File: config.mk
export PLATFORM = sky130hd
export DESIGN_NAME = ftcr_top
export DESIGN_NICKNAME = d
export VERILOG_FILES = /design/src/rtl/ftcr_pkg.sv /design/src/rtl/ftcr_cmp_unit.sv /design/src/rtl/ftcr_top.sv
export SDC_FILE = /design/constraint.sdc
export NUM_CORES = 1
export LEC_CHECK = 0
export ABC_CLOCK_PERIOD_IN_PS = 6610
export BUFFER_PORTS_ARGS = -buffer_cell sky130_fd_sc_hd__buf_2
export CAP_MARGIN = 20
export CORE_MARGIN = 2
export CORE_UTILIZATION = 28
export DETAILED_ROUTE_END_ITERATION = 8
export SLEW_MARGIN = 20
export SYNTH_ARGS = -nofsm -noshare
export SYNTH_HDL_FRONTEND = slang
export SYNTH_HIERARCHICAL = 1
export SYNTH_SLANG_ARGS = --single-unit
export TNS_END_PERCENT = 100
File: constraint.sdc
create_clock -name clk_sys -period 6.61 [get_ports clk_sys]
set_input_delay 1.983 -clock clk_sys [delete_from_list [all_inputs] [get_ports clk_sys]]
set_output_delay 1.983 -clock clk_sys [all_outputs]
set_load 0.02 [all_outputs]
File: src/rtl/ftcr_pkg.sv
// Shared constants and types for the fast timer compare register block
package ftcr_pkg;
  localparam int unsigned CNT_W = 10;
  localparam int unsigned CMP_W = 11;
  localparam int unsigned STG_W = 3;
  localparam int unsigned OE_W = 6;
  localparam int unsigned SEL_W = 4;
  // Register indices on the 8-bit register port
  localparam logic [3:0] IDX_CTRL_E = 4'h0;
  localparam logic [3:0] IDX_COUNTER = 4'h1;
  localparam logic [3:0] IDX_STAGING = 4'h2;
  localparam logic [3:0] IDX_CMP_A = 4'h3;
  localparam logic [3:0] IDX_CMP_B = 4'h4;
  localparam logic [3:0] IDX_PERIOD = 4'h5;
  localparam logic [3:0] IDX_CMP_D = 4'h6;
  localparam logic [3:0] IDX_MASK = 4'h7;
  localparam logic [3:0] IDX_FLAGS = 4'h8;
  // Field positions
  localparam int unsigned LOCK_BIT = 7;
  localparam int unsigned ENH_BIT = 6;
  localparam int unsigned D_BIT = 7;
  localparam int unsigned A_BIT = 6;
  localparam int unsigned B_BIT = 5;
  localparam int unsigned OV_BIT = 2;
  localparam int unsigned STG_EXTRA_BIT = 2;
  // Reset values and limits
  localparam logic [9:0] PERIOD_MIN = 10'h003;
  localparam logic [9:0] PERIOD_RST = 10'h3ff;
  localparam logic [9:0] CNT_BOTTOM = 10'h000;
  localparam logic [10:0] CMP_RST = 11'h000;
  // Counter write latency: 1.5 cycles in synchronous mode rounds up to 2
  localparam int unsigned SYNC_WR_HALF_CYCLES = 3;
  localparam logic [1:0] SYNC_WR_DLY = 2'((SYNC_WR_HALF_CYCLES + 1) / 2);
  localparam logic [1:0] ASYNC_WR_DLY = 2'h1;
  // Interrupt request vector order
  localparam int unsigned IRQ_A = 0;
  localparam int unsigned IRQ_B = 1;
  localparam int unsigned IRQ_D = 2;
  localparam int unsigned IRQ_OV = 3;
  typedef enum logic {
    DIR_UP = 1'b0,
    DIR_DOWN = 1'b1
  } ftcr_dir_t;
endpackage

File: src/rtl/ftcr_cmp_unit.sv
// One compare channel: update buffer, lock transfer, match event and flag
`timescale 1ns/1ps
`default_nettype none
module ftcr_cmp_unit
  import ftcr_pkg::*;
(
  input wire logic clk_sys,
  input wire logic nrst,
  input wire logic ce,
  input wire logic wr_stage,
  input wire logic [CMP_W-1:0] wr_value,
  input wire logic lock,
  input wire logic enhanced,
  input wire logic upd_ok,
  input wire logic [CNT_W-1:0] cnt,
  input wire logic counted,
  input wire logic flag_w1,
  input wire logic flag_ack,
  output logic [CMP_W-1:0] buf_val,
  output logic evt,
  output logic flag
);
  typedef struct packed {
    logic [CMP_W-1:0] stage_buf;
    logic [CMP_W-1:0] act;
    logic pend;
    logic late_hit;
    logic evt;
    logic flag;
    logic clr_pend;
  } ftcr_cu_state_t;
  ftcr_cu_state_t s_reg, s_next;
  logic hit;

  always_comb begin
    s_next = s_reg;
    // Only a counting step can hit, so a software write never matches
    hit = counted && (cnt == s_reg.act[CMP_W-1:1]);
    if (wr_stage) begin
      s_next.stage_buf = wr_value;
      s_next.pend = 1'b1;
    end
    if (s_reg.pend && !wr_stage && !lock && upd_ok) begin
      s_next.act = s_reg.stage_buf;
      s_next.pend = 1'b0;
    end
    // Extra LSB defers the event to the later edge
    s_next.late_hit = hit && enhanced && s_reg.act[0];
    s_next.evt = (hit && !(enhanced && s_reg.act[0])) || s_reg.late_hit;
    s_next.clr_pend = flag_w1;
    if (s_reg.clr_pend || flag_ack) begin
      s_next.flag = 1'b0;
    end
    // Set one cycle after the event and wins over a clear
    if (s_reg.evt) begin
      s_next.flag = 1'b1;
    end
  end

  always_ff @(posedge clk_sys) begin
    if (!nrst) begin
      s_reg <= '0;
    end else if (ce) begin
      s_reg <= s_next;
    end
  end

  assign buf_val = s_reg.stage_buf;
  assign evt = s_reg.evt;
  assign flag = s_reg.flag;

  ////////////////////////////////////////////////////////////////////////////
  chk_lock_holds: assert property (@(posedge clk_sys) disable iff (!nrst || !ce)
    lock |=> $stable(s_reg.act)) else $error("Active compare changed while locked");
  chk_flag_sets: assert property (@(posedge clk_sys) disable iff (!nrst || !ce)
    s_reg.evt |=> s_reg.flag) else $error("Match event did not set flag");
  chk_flag_sticks: assert property (@(posedge clk_sys) disable iff (!nrst || !ce)
    s_reg.flag && !s_reg.clr_pend && !flag_ack |=> s_reg.flag) else $error("Flag lost");
  chk_no_sw_match: assert property (@(posedge clk_sys) disable iff (!nrst || !ce)
    !counted && !s_reg.late_hit |=> !s_reg.evt) else $error("Match without count step");
  chk_w1_clears: assert property (@(posedge clk_sys) disable iff (!nrst || !ce)
    flag_w1 && !s_reg.evt ##1 !s_reg.evt |=> !s_reg.flag) else $error("Write-one clear failed");
  cov_late_edge: cover property (@(posedge clk_sys) disable iff (!nrst) s_reg.late_hit ##1 s_reg.evt);
endmodule
`default_nettype wire

File: src/rtl/ftcr_top.sv
// Fast timer compare register block: counter, staging, compares, flags, pins
//
// Function
// - While locked, compare writes are buffered; transfer happens once unlocked.
// - Enhanced mode adds an LSB to A, B, D choosing the event edge.
// - In six-output mode override bits connect pins; clear shows port value.
// - Override bits pair: 0,1 channel A; 2,3 channel B; 4,5 channel D.
// - Counter is 10-bit up/down, readable and writable, usable as 8-bit.
// - Counter write lands after two cycles synchronous (1.5 rounded up), one cycle asynchronous.
// - Any counter write makes the counter count upward.
// - One shared staging register carries the high bits of 10-bit accesses.
// - Staging bit 2 is the extra top bit for 11-bit enhanced values.
// - Staging bits 7 to 3 always read zero.
// - Matches on A, B, D only when counting reaches the compare value.
// - A match sets its channel flag after a synchronisation delay.
// - Match with period register clears the counter, except in dual slope PWM where it turns the count down.
// - Period writes below three are stored as three.
// - Mask bits 7, 6, 5 enable D, A, B matches with global enable.
// - Mask bit 2 enables overflow interrupt; overflow sets overflow flag.
// - Flags D and A set on match; clear by vector or write-one.
// - Compare request only while global enable, mask bit and flag all set.
// - Overflow sets at TOP wrap in single slope, at BOTTOM in dual slope.
// - Flag B sets on match; clears by vector or delayed write-one.
`timescale 1ns/1ps
`default_nettype none
module ftcr_top
  import ftcr_pkg::*;
#(
  parameter int unsigned COUNT_W = CNT_W
) (
  input wire logic clk_sys,
  input wire logic nrst,
  input wire logic ce,
  input wire logic [SEL_W-1:0] reg_sel,
  input wire logic reg_wr,
  input wire logic reg_rd,
  input wire logic [7:0] reg_wdata,
  output logic [7:0] reg_rdata,
  input wire logic cnt_tick,
  input wire logic pwm_mode,
  input wire logic dual_slope,
  input wire logic six_output_pwm_mode,
  input wire logic async_clock_mode,
  input wire logic cpu_irq_enable,
  input wire logic [3:0] irq_ack,
  input wire logic [OE_W-1:0] port_value,
  output logic [OE_W-1:0] waveform_pins,
  output logic [3:0] irq_req
);
  if (COUNT_W != CNT_W) begin : g_bad_width
    $error("ftcr_top supports only a 10-bit counter");
  end

  typedef struct packed {
    logic lock;
    logic enh;
    logic [OE_W-1:0] oe;
    logic [CNT_W-1:0] cnt;
    ftcr_dir_t dir;
    logic counted;
    logic [1:0] wr_wait;
    logic [CNT_W-1:0] wr_val;
    logic [STG_W-1:0] stg;
    logic [CNT_W-1:0] per_buf;
    logic [CNT_W-1:0] per;
    logic per_pend;
    logic [3:0] mask;
    logic ovf;
    logic ovf_clr;
    logic wrap;
    logic [2:0] wave;
    logic [OE_W-1:0] pins;
    logic [3:0] irq;
    logic [7:0] rdata;
  } ftcr_state_t;
  ftcr_state_t s_reg, s_next;

  logic wr_a, wr_b, wr_d;
  logic [CMP_W-1:0] cmp_wval;
  logic upd_ok;
  logic [2:0] w1;
  logic [CMP_W-1:0] buf_a, buf_b, buf_d;
  logic [2:0] evt, flg;
  logic [CMP_W-1:0] rd_cmp;
  logic [CNT_W-1:0] per_in;

  // Low-byte writes merge with the shared staging bits
  assign cmp_wval = s_reg.enh ? {s_reg.stg, reg_wdata} : {s_reg.stg[1:0], reg_wdata, 1'b0};
  assign wr_a = reg_wr && (reg_sel == IDX_CMP_A);
  assign wr_b = reg_wr && (reg_sel == IDX_CMP_B);
  assign wr_d = reg_wr && (reg_sel == IDX_CMP_D);
  // Normal mode updates at once; PWM modes wait for the wrap or bottom point
  assign upd_ok = !pwm_mode || s_reg.wrap;
  assign w1 = (reg_wr && (reg_sel == IDX_FLAGS)) ? {reg_wdata[D_BIT], reg_wdata[B_BIT], reg_wdata[A_BIT]} : 3'h0;
  assign per_in = {s_reg.stg[1:0], reg_wdata};

  ftcr_cmp_unit u_cmp_a (.clk_sys(clk_sys), .nrst(nrst), .ce(ce), .wr_stage(wr_a), .wr_value(cmp_wval),
    .lock(s_reg.lock), .enhanced(s_reg.enh), .upd_ok(upd_ok), .cnt(s_reg.cnt), .counted(s_reg.counted),
    .flag_w1(w1[0]), .flag_ack(irq_ack[IRQ_A]), .buf_val(buf_a), .evt(evt[0]), .flag(flg[0]));
  ftcr_cmp_unit u_cmp_b (.clk_sys(clk_sys), .nrst(nrst), .ce(ce), .wr_stage(wr_b), .wr_value(cmp_wval),
    .lock(s_reg.lock), .enhanced(s_reg.enh), .upd_ok(upd_ok), .cnt(s_reg.cnt), .counted(s_reg.counted),
    .flag_w1(w1[1]), .flag_ack(irq_ack[IRQ_B]), .buf_val(buf_b), .evt(evt[1]), .flag(flg[1]));
  ftcr_cmp_unit u_cmp_d (.clk_sys(clk_sys), .nrst(nrst), .ce(ce), .wr_stage(wr_d), .wr_value(cmp_wval),
    .lock(s_reg.lock), .enhanced(s_reg.enh), .upd_ok(upd_ok), .cnt(s_reg.cnt), .counted(s_reg.counted),
    .flag_w1(w1[2]), .flag_ack(irq_ack[IRQ_D]), .buf_val(buf_d), .evt(evt[2]), .flag(flg[2]));

  ////////////////////////////////////////////////////////////////////////////
  always_comb begin
    s_next = s_reg;
    s_next.counted = 1'b0;
    s_next.wrap = 1'b0;
    rd_cmp = CMP_RST;
    // Register writes
    if (reg_wr) begin
      case (reg_sel)
        IDX_CTRL_E: begin
          s_next.lock = reg_wdata[LOCK_BIT];
          s_next.enh = reg_wdata[ENH_BIT];
          s_next.oe = reg_wdata[OE_W-1:0];
        end
        IDX_COUNTER: begin
          s_next.wr_val = {s_reg.stg[1:0], reg_wdata};
          s_next.wr_wait = async_clock_mode ? ASYNC_WR_DLY : SYNC_WR_DLY;
        end
        IDX_STAGING: s_next.stg = reg_wdata[STG_W-1:0];
        IDX_PERIOD: begin
          s_next.per_buf = (per_in < PERIOD_MIN) ? PERIOD_MIN : per_in;
          s_next.per_pend = 1'b1;
        end
        IDX_MASK: s_next.mask = {reg_wdata[OV_BIT], reg_wdata[D_BIT], reg_wdata[B_BIT], reg_wdata[A_BIT]};
        default: ;
      endcase
    end
    if (s_reg.per_pend && !(reg_wr && reg_sel == IDX_PERIOD) && !s_reg.lock && upd_ok) begin
      s_next.per = s_reg.per_buf;
      s_next.per_pend = 1'b0;
    end
    // Counter: a landing write beats the tick and forces the up direction
    if (s_reg.wr_wait != 2'h0 && !(reg_wr && reg_sel == IDX_COUNTER)) begin
      s_next.wr_wait = s_reg.wr_wait - 2'h1;
    end
    if (s_reg.wr_wait == 2'h1) begin
      s_next.cnt = s_reg.wr_val;
      s_next.dir = DIR_UP;
    end else if (cnt_tick) begin
      s_next.counted = 1'b1;
      if (!pwm_mode || !dual_slope) begin
        if (s_reg.cnt >= s_reg.per) begin
          s_next.cnt = CNT_BOTTOM;
          s_next.wrap = 1'b1;
        end else begin
          s_next.cnt = s_reg.cnt + 10'h001;
        end
      end else if (s_reg.dir == DIR_UP) begin
        if (s_reg.cnt >= s_reg.per) begin
          s_next.dir = DIR_DOWN;
          s_next.cnt = s_reg.cnt - 10'h001;
        end else begin
          s_next.cnt = s_reg.cnt + 10'h001;
        end
      end else begin
        s_next.cnt = s_reg.cnt - 10'h001;
        if (s_reg.cnt == 10'h001) begin
          s_next.wrap = 1'b1;
          s_next.dir = DIR_UP;
        end
      end
    end
    // Overflow flag: delayed write-one clear, hardware set wins
    s_next.ovf_clr = reg_wr && (reg_sel == IDX_FLAGS) && reg_wdata[OV_BIT];
    if (s_reg.ovf_clr || irq_ack[IRQ_OV]) begin
      s_next.ovf = 1'b0;
    end
    if (s_reg.wrap) begin
      s_next.ovf = 1'b1;
    end
    // Simple waveform per channel: set at wrap, cleared on the compare event
    for (int i = 0; i < 3; i++) begin
      if (evt[i]) begin
        s_next.wave[i] = 1'b0;
      end else if (s_reg.wrap) begin
        s_next.wave[i] = 1'b1;
      end
    end
    // Override enables take effect immediately on the next registered pin level
    for (int i = 0; i < OE_W; i++) begin
      if (six_output_pwm_mode && s_reg.oe[i]) begin
        s_next.pins[i] = s_reg.wave[i/2] ^ i[0];
      end else begin
        s_next.pins[i] = port_value[i];
      end
    end
    s_next.irq[IRQ_A] = cpu_irq_enable && s_reg.mask[0] && flg[0];
    s_next.irq[IRQ_B] = cpu_irq_enable && s_reg.mask[1] && flg[1];
    s_next.irq[IRQ_D] = cpu_irq_enable && s_reg.mask[2] && flg[2];
    s_next.irq[IRQ_OV] = cpu_irq_enable && s_reg.mask[3] && s_reg.ovf;
    // Reads; low-byte reads latch the high bits into staging
    if (reg_rd) begin
      s_next.rdata = 8'h00;
      case (reg_sel)
        IDX_CTRL_E: s_next.rdata = {s_reg.lock, s_reg.enh, s_reg.oe};
        IDX_COUNTER: begin
          s_next.rdata = s_reg.cnt[7:0];
          s_next.stg = {1'b0, s_reg.cnt[9:8]};
        end
        IDX_STAGING: s_next.rdata = {5'h00, s_reg.stg};
        IDX_PERIOD: begin
          s_next.rdata = s_reg.per_buf[7:0];
          s_next.stg = {1'b0, s_reg.per_buf[9:8]};
        end
        IDX_CMP_A, IDX_CMP_B, IDX_CMP_D: begin
          rd_cmp = (reg_sel == IDX_CMP_A) ? buf_a : ((reg_sel == IDX_CMP_B) ? buf_b : buf_d);
          s_next.rdata = s_reg.enh ? rd_cmp[7:0] : rd_cmp[8:1];
          s_next.stg = s_reg.enh ? rd_cmp[10:8] : {1'b0, rd_cmp[10:9]};
        end
        IDX_MASK: begin
          s_next.rdata[D_BIT] = s_reg.mask[2];
          s_next.rdata[A_BIT] = s_reg.mask[0];
          s_next.rdata[B_BIT] = s_reg.mask[1];
          s_next.rdata[OV_BIT] = s_reg.mask[3];
        end
        IDX_FLAGS: begin
          s_next.rdata[D_BIT] = flg[2];
          s_next.rdata[A_BIT] = flg[0];
          s_next.rdata[B_BIT] = flg[1];
          s_next.rdata[OV_BIT] = s_reg.ovf;
        end
        default: s_next.rdata = 8'h00;
      endcase
    end
  end

  always_ff @(posedge clk_sys) begin
    if (!nrst) begin
      s_reg <= '0;
      s_reg.per <= PERIOD_RST;
      s_reg.per_buf <= PERIOD_RST;
    end else if (ce) begin
      s_reg <= s_next;
    end
  end

  assign reg_rdata = s_reg.rdata;
  assign waveform_pins = s_reg.pins;
  assign irq_req = s_reg.irq;

  ////////////////////////////////////////////////////////////////////////////
  chk_period_floor: assert property (@(posedge clk_sys) disable iff (!nrst || !ce)
    reg_wr && reg_sel == IDX_PERIOD && per_in < PERIOD_MIN |=> s_reg.per_buf == PERIOD_MIN)
    else $error("Period below minimum stored");
  chk_cnt_async_lat: assert property (@(posedge clk_sys) disable iff (!nrst || !ce)
    reg_wr && reg_sel == IDX_COUNTER && async_clock_mode ##1 !(reg_wr && reg_sel == IDX_COUNTER)
    |=> s_reg.cnt == $past(s_reg.wr_val) && s_reg.dir == DIR_UP)
    else $error("Counter write landed late or wrong");
  chk_up_after_wr: assert property (@(posedge clk_sys) disable iff (!nrst || !ce)
    s_reg.wr_wait == 2'h1 |=> s_reg.dir == DIR_UP) else $error("Counter not counting up after write");
  chk_stage_resv: assert property (@(posedge clk_sys) disable iff (!nrst || !ce)
    reg_rd && reg_sel == IDX_STAGING |=> reg_rdata[7:3] == 5'h00) else $error("Reserved staging bits set");
  chk_ovf_irq: assert property (@(posedge clk_sys) disable iff (!nrst || !ce)
    ##1 irq_req[IRQ_OV] == $past(cpu_irq_enable && s_reg.mask[3] && s_reg.ovf))
    else $error("Overflow request not gated");
  chk_pin_port: assert property (@(posedge clk_sys) disable iff (!nrst || !ce)
    !(six_output_pwm_mode && s_reg.oe[0]) |=> waveform_pins[0] == $past(port_value[0]))
    else $error("Pin not showing port value");
  chk_period_wrap: assert property (@(posedge clk_sys) disable iff (!nrst || !ce)
    cnt_tick && !pwm_mode && s_reg.wr_wait != 2'h1 && s_reg.cnt >= s_reg.per
    |=> s_reg.cnt == CNT_BOTTOM ##1 s_reg.ovf) else $error("Period match did not clear counter");
  chk_cnt_sync_lat: assert property (@(posedge clk_sys) disable iff (!nrst || !ce)
    reg_wr && reg_sel == IDX_COUNTER && !async_clock_mode ##1 !(reg_wr && reg_sel == IDX_COUNTER)
    ##1 !(reg_wr && reg_sel == IDX_COUNTER) |=> s_reg.cnt == $past(s_reg.wr_val) && s_reg.dir == DIR_UP)
    else $error("Synchronous counter write landed late or wrong");
  chk_dual_bottom: assert property (@(posedge clk_sys) disable iff (!nrst || !ce)
    cnt_tick && pwm_mode && dual_slope && s_reg.wr_wait != 2'h1
    && s_reg.dir == DIR_DOWN && s_reg.cnt == 10'h001
    |=> s_reg.cnt == CNT_BOTTOM ##1 s_reg.ovf) else $error("Bottom did not flag overflow");
  // A stored period below the floor would let the counter run past its wrap point
  chk_period_min: assert property (@(posedge clk_sys) disable iff (!nrst || !ce)
    s_reg.per >= PERIOD_MIN && s_reg.per_buf >= PERIOD_MIN) else $error("Period below minimum");
  chk_lock_period: assert property (@(posedge clk_sys) disable iff (!nrst || !ce)
    s_reg.lock |=> $stable(s_reg.per)) else $error("Active period changed while locked");
  // Overflow flag bookkeeping
  chk_ovf_sticks: assert property (@(posedge clk_sys) disable iff (!nrst || !ce)
    s_reg.ovf && !s_reg.ovf_clr && !irq_ack[IRQ_OV] |=> s_reg.ovf) else $error("Overflow flag lost");
  chk_ovf_w1c: assert property (@(posedge clk_sys) disable iff (!nrst || !ce)
    s_reg.ovf_clr && !s_reg.wrap |=> !s_reg.ovf) else $error("Overflow write-one clear failed");
  chk_irq_gate_a: assert property (@(posedge clk_sys) disable iff (!nrst || !ce)
    ##1 irq_req[IRQ_A] == $past(cpu_irq_enable && s_reg.mask[0] && flg[0]))
    else $error("Match A request not gated");
  chk_pin_pair: assert property (@(posedge clk_sys) disable iff (!nrst || !ce)
    six_output_pwm_mode && s_reg.oe[1] |=> waveform_pins[1] == !$past(s_reg.wave[0]))
    else $error("Complement pin not inverted");
  // Enable low must freeze every register of the block
  chk_ce_freeze: assert property (@(posedge clk_sys) disable iff (!nrst)
    !ce |=> $stable(s_reg)) else $error("State moved while clock enable was low");
  cov_wrap: cover property (@(posedge clk_sys) disable iff (!nrst) s_reg.wrap ##1 s_reg.ovf);
  cov_lock_release: cover property (@(posedge clk_sys) disable iff (!nrst) $fell(s_reg.lock));
  cov_irq_a: cover property (@(posedge clk_sys) disable iff (!nrst) irq_req[IRQ_A]);
  cov_dual_turn: cover property (@(posedge clk_sys) disable iff (!nrst) $rose(s_reg.dir == DIR_DOWN));
endmodule
`default_nettype wire

## Yosys cells after proc, flatten, opt, wreduce, memory -nomap -nowiden

Index checks and enable logic that the tools add are counted.

| storage, ports and cells | value |
|---|---|
| output and inout port bits | 18 |
| bits of input ports | 33 |
| register bits | 165 |
| word-level logic and storage cells | 240 |

| cells by class | value |
|---|---|
| $lt $le $gt $ge | 2 |
| add/subtract/negate cells | 3 |
| reduce and logical (&&, ||, !) cells | 113 |
| bitwise operators | 3 |
| equality and inequality tests | 14 |
| multiplexer cells | 62 |

Operator list:

| cell | number |
|---|---|
| 11-bit 2-to-1 mux | 5 |
| 10-bit 2-to-1 mux | 5 |
| 1-bit logical AND | 49 |
| 2-bit AND reduction | 19 |
| 1-bit 2-to-1 mux | 35 |
| 2-bit nonzero test | 16 |
| 10-bit == test | 3 |
| 25-bit 2-to-1 mux | 1 |
| 12-bit 2-to-1 mux | 2 |
| 3-bit AND reduction | 7 |
| 3-bit one-hot mux with 6 select lines | 1 |
| 4-bit by 3-bit == test with 1-bit output, second input constant | 4 |
| 3-bit 2-to-1 mux | 4 |
| 1-bit zero test | 11 |
| 10-bit by 1-bit adder with 10-bit output, second input constant | 1 |
| 10-bit by 1-bit == test with 1-bit output, second input constant | 1 |
| 10-bit greater-or-equal comparator | 1 |
| 10-bit by 2-bit < comparator with 1-bit output, second input constant | 1 |
| 2-bit one-hot mux with 5 select lines | 1 |
| 10-bit by 1-bit subtractor with 10-bit output, second input constant | 1 |
| 1-bit logical OR | 9 |
| 3-bit one-hot mux with 3 select lines | 1 |
| 4-bit by 2-bit == test with 1-bit output, second input constant | 2 |
| 8-bit 2-to-1 mux | 1 |
| other kinds (13) | 16 |

## Logic depth before layout (Yosys ltp)

| depth | value |
|---|---|
| depth in word-level cells | 8 |
| mapped depth | 9 |
| depth with buffers taken out | 8 |

## Cells and area by module

The synthesis kept the hierarchy.

Modules (own cells, without submodules):

| module | seq. area each (µm²) | instances | cells each | area each (µm²) |
|---|---|---|---|---|
| ftcr_top | 1681.6 | 1 | 644 | 5237.5 |
| ftcr_cmp_unit | 540.5 | 3 | 132 | 1268.7 |

## Worst setup path before layout

OpenSTA, ideal clock, no wires.

| path | value |
|---|---|
| path type | input to register |
| start point | input port reg_sel[1] |
| end point | register s_reg, in the netlist per_in[9] |
| arrival | 3477 ps |
| cell stages on the path | 8 |
| setup slack | 3000 ps |
| buffers on the path | 2 |
| required time | 6476 ps |
| library setup time | 134 ps |
| cell sequence | buf_4 nor4b_4 buf_6 mux2i_1 o21ai_0 nor2b_1 a2111oi_0 nor4_1 |

| between the ends | value |
|---|---|
| longest elaborated chain between the ends | 6 |
| elaborated cells between the ends (all ways) | 14 |
| those cells by class | eq/ne (6); mux (7); reduce/logical (1) |

RTL lines:

| item | line | source |
|---|---|---|
| from (decl) | ftcr_top.sv:34 | `input wire logic [SEL_W-1:0] reg_sel,` |
| 4-bit by 3-bit == test with 1-bit output | - |  |
| 11-bit 2-to-1 mux (2 in a row) | ftcr_top.sv:212 | `rd_cmp = (reg_sel == IDX_CMP_A) ? buf_a : ((reg_sel == IDX_CMP_B) ? buf_b : buf_d);` |
| 3-bit 2-to-1 mux | ftcr_top.sv:214 | `s_next.stg = s_reg.enh ? rd_cmp[10:8] : {1'b0, rd_cmp[10:9]};` |
| 3-bit one-hot mux with 3 select lines | ftcr_top.sv:200 | `case (reg_sel)` |
| 3-bit 2-to-1 mux * | ftcr_top.sv:198 | `if (reg_rd) begin` |
| to (signal assigned) | ftcr_top.sv:239 | `s_reg <= s_next;` |
| to (decl) | ftcr_top.sv:76 | `ftcr_state_t s_reg, s_next;` |

Mark *: on every way between the ends. The rest lies on a longest branch, timed or not. The select of a mux whose other input is x is not followed.
A chain may end at the register's enable or synchronous reset.

## Worst setup path in the final report

| path | value |
|---|---|
| start point | input port reg_sel[2] |
| end point | register s_reg, in the netlist reg_rdata[5] |

| between the ends | value |
|---|---|
| longest elaborated chain between the ends | 5 |
| elaborated cells between the ends (all ways) | 13 |
| those cells by class | eq/ne (7); mux (4); reduce/logical (2) |

RTL lines:

| item | line | source |
|---|---|---|
| 4-bit by 3-bit == test with 1-bit output | - |  |
| 11-bit 2-to-1 mux (2 in a row) | ftcr_top.sv:212 |  |
| 8-bit 2-to-1 mux | ftcr_top.sv:213 | `s_next.rdata = s_reg.enh ? rd_cmp[7:0] : rd_cmp[8:1];` |
| 3-bit one-hot mux with 6 select lines * | ftcr_top.sv:200 |  |

Mark *: on every way between the ends. The rest lies on a longest branch, timed or not.

==> flow_metrics.py <==
metrics = {
    "status": {
        "status": "completed",
    },
    "yosys": {
        "synth.area.mux_share_pct": 11.15,
        "syn_area_sq_um": 9044,
        "synth_top_area_share_pct": 36.52,
        "synth_xor_area_share_pct": 4.164,
        "synth_top_family_by_area": "simple AND/OR/NAND/NOR gates",
        "yosys.area_share.simple_pct": 22.00,
        "synth.distinct_cells": 76,
        "ys_top_cells_by_count": "dfxtp_1, nand2_1, mux2i_1",
        "yosys.cell_count.top_type": "dfxtp_1",
        "ys_ff_latch": 165,
        "ys_seq_area_share_pct": 36.52,
        "ys_top_cells_by_area": "dfxtp_1, mux2i_1, nand2_1, buf_4, xor2_1",
        "yosys.area_share.adder_pct": 2.075,
        "ys_async_sr_fraction_pct": 0,
        "syn_inst": 1040,
        "ys_warn_count": 6,
        "synth.avg_cell_area_sq_um": 8.696,
        "ys.flop_type": "dfxtp_1",
        "synth_edf_count": 0,
        "yosys.area.top_type": "dfxtp_1",
        "synth_fp_nets": 1088,
        "synth_compound_gate_area_share_pct": 15.18,
    },
    "min_path": {
        "min-delay-start": "s_reg[22]",
        "min_path_cells": 2,
        "hp-class": "reg2reg",
        "hold_end": "s_reg[22]",
    },
    "sta": {
        "setup_viol": 0,
        "finalCritPeriodShare_pct": 61.11,
        "slew-limit-headroom_pct": 29.61,
        "rsz0062_at_grt": "false",
        "layout_min_cycle_time_ns": 4.039,
        "slew_viol_final": 0,
        "fin_ws_ns": 2.571,
        "fin_tns_setup_ns": 0,
        "hold_viol": 0,
        "clock_skew_ns": 0.006187,
        "clock.fmax_mhz": 247.6,
        "tightest_slew_ns": 1.051,
    },
    "placement": {
        "pre_cts_ws_ns": 2.182,
        "place_area_sq_um": 9130,
        "dp.final_hpwl_um": 18760,
        "place_congestion": 0.8963,
        "post-place-cells": 1381,
        "port_buffers": 50,
    },
    "power_and_ir_drop": {
        "p_clk_share_pct": 47.3,
        "totalPowerFinal_uw": 2417,
        "p_per_area_nw_per_um2": 246.4,
        "p_sw_uw": 601.7,
        "seqPwrFrac_pct": 43.3,
        "internal-power_uw": 1815,
        "p_sw_share_pct": 24.90,
        "p_leak_uw": 0.004084,
        "vdd_drop_max_uv": 179.8,
        "power_frac_comb_pct": 9.4,
    },
    "setup_path": {
        "cpPeakStageDelay_ns": 0.92,
        "end_kind": "flip-flop",
        "cp_data_required_time_ns": 6.91,
        "rr_worst_depth": 8,
        "cp-start-kind": "input port",
        "path_class": "in2reg",
        "slowest_stage": "nor4b_4",
        "r2r_slack_ns": 3.43,
        "cp_cell_sequence": "buf_2 -> nor4b_4 -> and2b_1 -> a211oi_1 -> o32a_1 -> o221a_1 -> nor3_2",
        "worstPathArrival_ns": 4.34,
        "r2r_start": "s_reg[66]",
        "cp_max_fo": 21,
        "r2r_end": "s_reg[73]",
    },
    "die": {
        "core_sq_um": 31720,
        "start_util_pct": 28.51,
        "io_pins": 51,
        "rows": 65,
        "die_y_um": 183.7,
        "fp.dieArea_sq_um": 33750,
        "die_x_um": 183.7,
    },
    "clocking": {
        "hold_buffers": 0,
        "post_cts_resized": 0,
        "post_cts.repair.setup_buffers": 0,
        "clk_pin_slew_worst_paths_ns": 0.07,
        "root_buffer": "clkbuf_16",
        "clkSinkCount": 165,
        "clk_latency_ns": 0.43,
        "cts_buffers": 17,
        "clock_path_buffers": 2,
        "cts_tree": "done",
        "ctsHtreeMaxLevel": 4,
    },
    "routing": {
        "drtPass1Iterations": 7,
        "drt_iter0_drc": 796,
        "wl_um": 27110,
        "detail-route-antenna-nets": 0,
        "post_drt_wl_per_cell_um": 19.17,
        "routed_via_density": 5.204,
        "drc_errors": 0,
        "vias": 7359,
    },
    "layout": {
        "syn2layout_area_growth_pct": 8.481,
        "largest_reg_flops": 64,
        "final_net_count": 1046,
        "drive_above_1_share_pct": 13.55,
        "stdcell_area_sq_um": 9811,
        "fin_cells": 1414,
    },
    "global_route": {
        "grt_pass1_vias": 6831,
        "grt_overflow": 0,
        "grt_util_all_layers_pct": 16.29,
        "grt_max_degree": 70,
        "grt_pass1_wl_um": 41150,
        "antenna_found_initial": 1,
    },
    "job": {
        "cap_viol_max_count": 0,
    },
}
## how the worst max path moves through the flow
stage	from	endpoint	cells after the start	slack (ns)
final	reg_sel[2]	reg_rdata[5]	7	2.57
after global routing	reg_sel[2]	per_in[9]	7	2.36
after CTS	reg_sel[2]	reg_rdata[5]	7	2.61
after detailed placement	reg_sel[2]	reg_rdata[5]	7	2.18
after global placement	reg_sel[2]	per_in[9]	7	2.24
after floorplan	reg_sel[1]	per_in[9]	8	3.00
## through the flow
step | hold WS [ns] | utilization [%]
floorplan | 0.4350 | -
detailed placement | 0.4611 | 28.79
CTS | 0.4717 | 30.90
finish | 0.4666 | 30.93
global placement | 0.4515 | 28.79
global route | 0.4910 | 30.93
## per-layer routing
metal	GRT usage [%]	wire [um]	vias to the layer above
li1	-	-	3520
met5	0	0	-
met4	5.632	472	0
met2	24.77	12210	262
met1	22.61	12540	3548
met3	3.704	1887	29
## placed cells by master (no fill, tap or decap), drive strengths merged, types with 12 or more instances in the layout
master,synthesis,final
nor2,63,63
dfxtp,165,165
nand3,30,30
nor3,14,14
inv,16,18
nand4,15,15
xor2,37,37
nand2b,12,12
nand2,158,158
o21ai,28,28
nor2b,48,48
nor4,14,14
mux2i,76,76
ha,15,15
mux2,20,20
buf,79,59
a21oi,34,34
clkbuf,41,21
a21boi,33,33
## cells by family (layout without fill, tap and decap cells)
kind of cell / after synthesis / count (layout)
other cells: 0 / 1
mux: 97 / 97
fa+ha+maj: 15 / 15
flops: 165 / 165
compound gates: 190 / 190
xor+xnor: 43 / 43
simple gates: 393 / 393
buf+inv: 137 / 108
## worst max-delay path: cells and delay by family
kind | cells | cell delay, ns
compound gates | 3 | 0.78
simple gates | 3 | 1.24
buf+inv | 1 | 0.33
## layout make-up
class                           instances  area [sq um]
Antenna cell                            1         2.502
Clock buffer                           21         450.4
Clock inverter                         11         220.2
Fill cell                            3341         21910
Inverter                               17         63.81
Multi-Input combinational cell        738          4947
Sequential cell                       165          3303
Tap cell                              402         503.0
Timing Repair Buffer                   59         320.3
## power groups by stage
| stage | Clock, uW | Combinational [uW] | Sequential [uW] |
|---|---|---|---|
| finish | 1140 | 227 | 1050 |
| global route | 1200 | 248 | 1050 |
| CTS | 1150 | 224 | 1050 |
| detailed placement | 0 | 222 | 1070 |
| global placement | 0 | 221 | 1070 |
| floorplan | 0 | 170 | 1050 |
(Power assumes the default switching activity.)
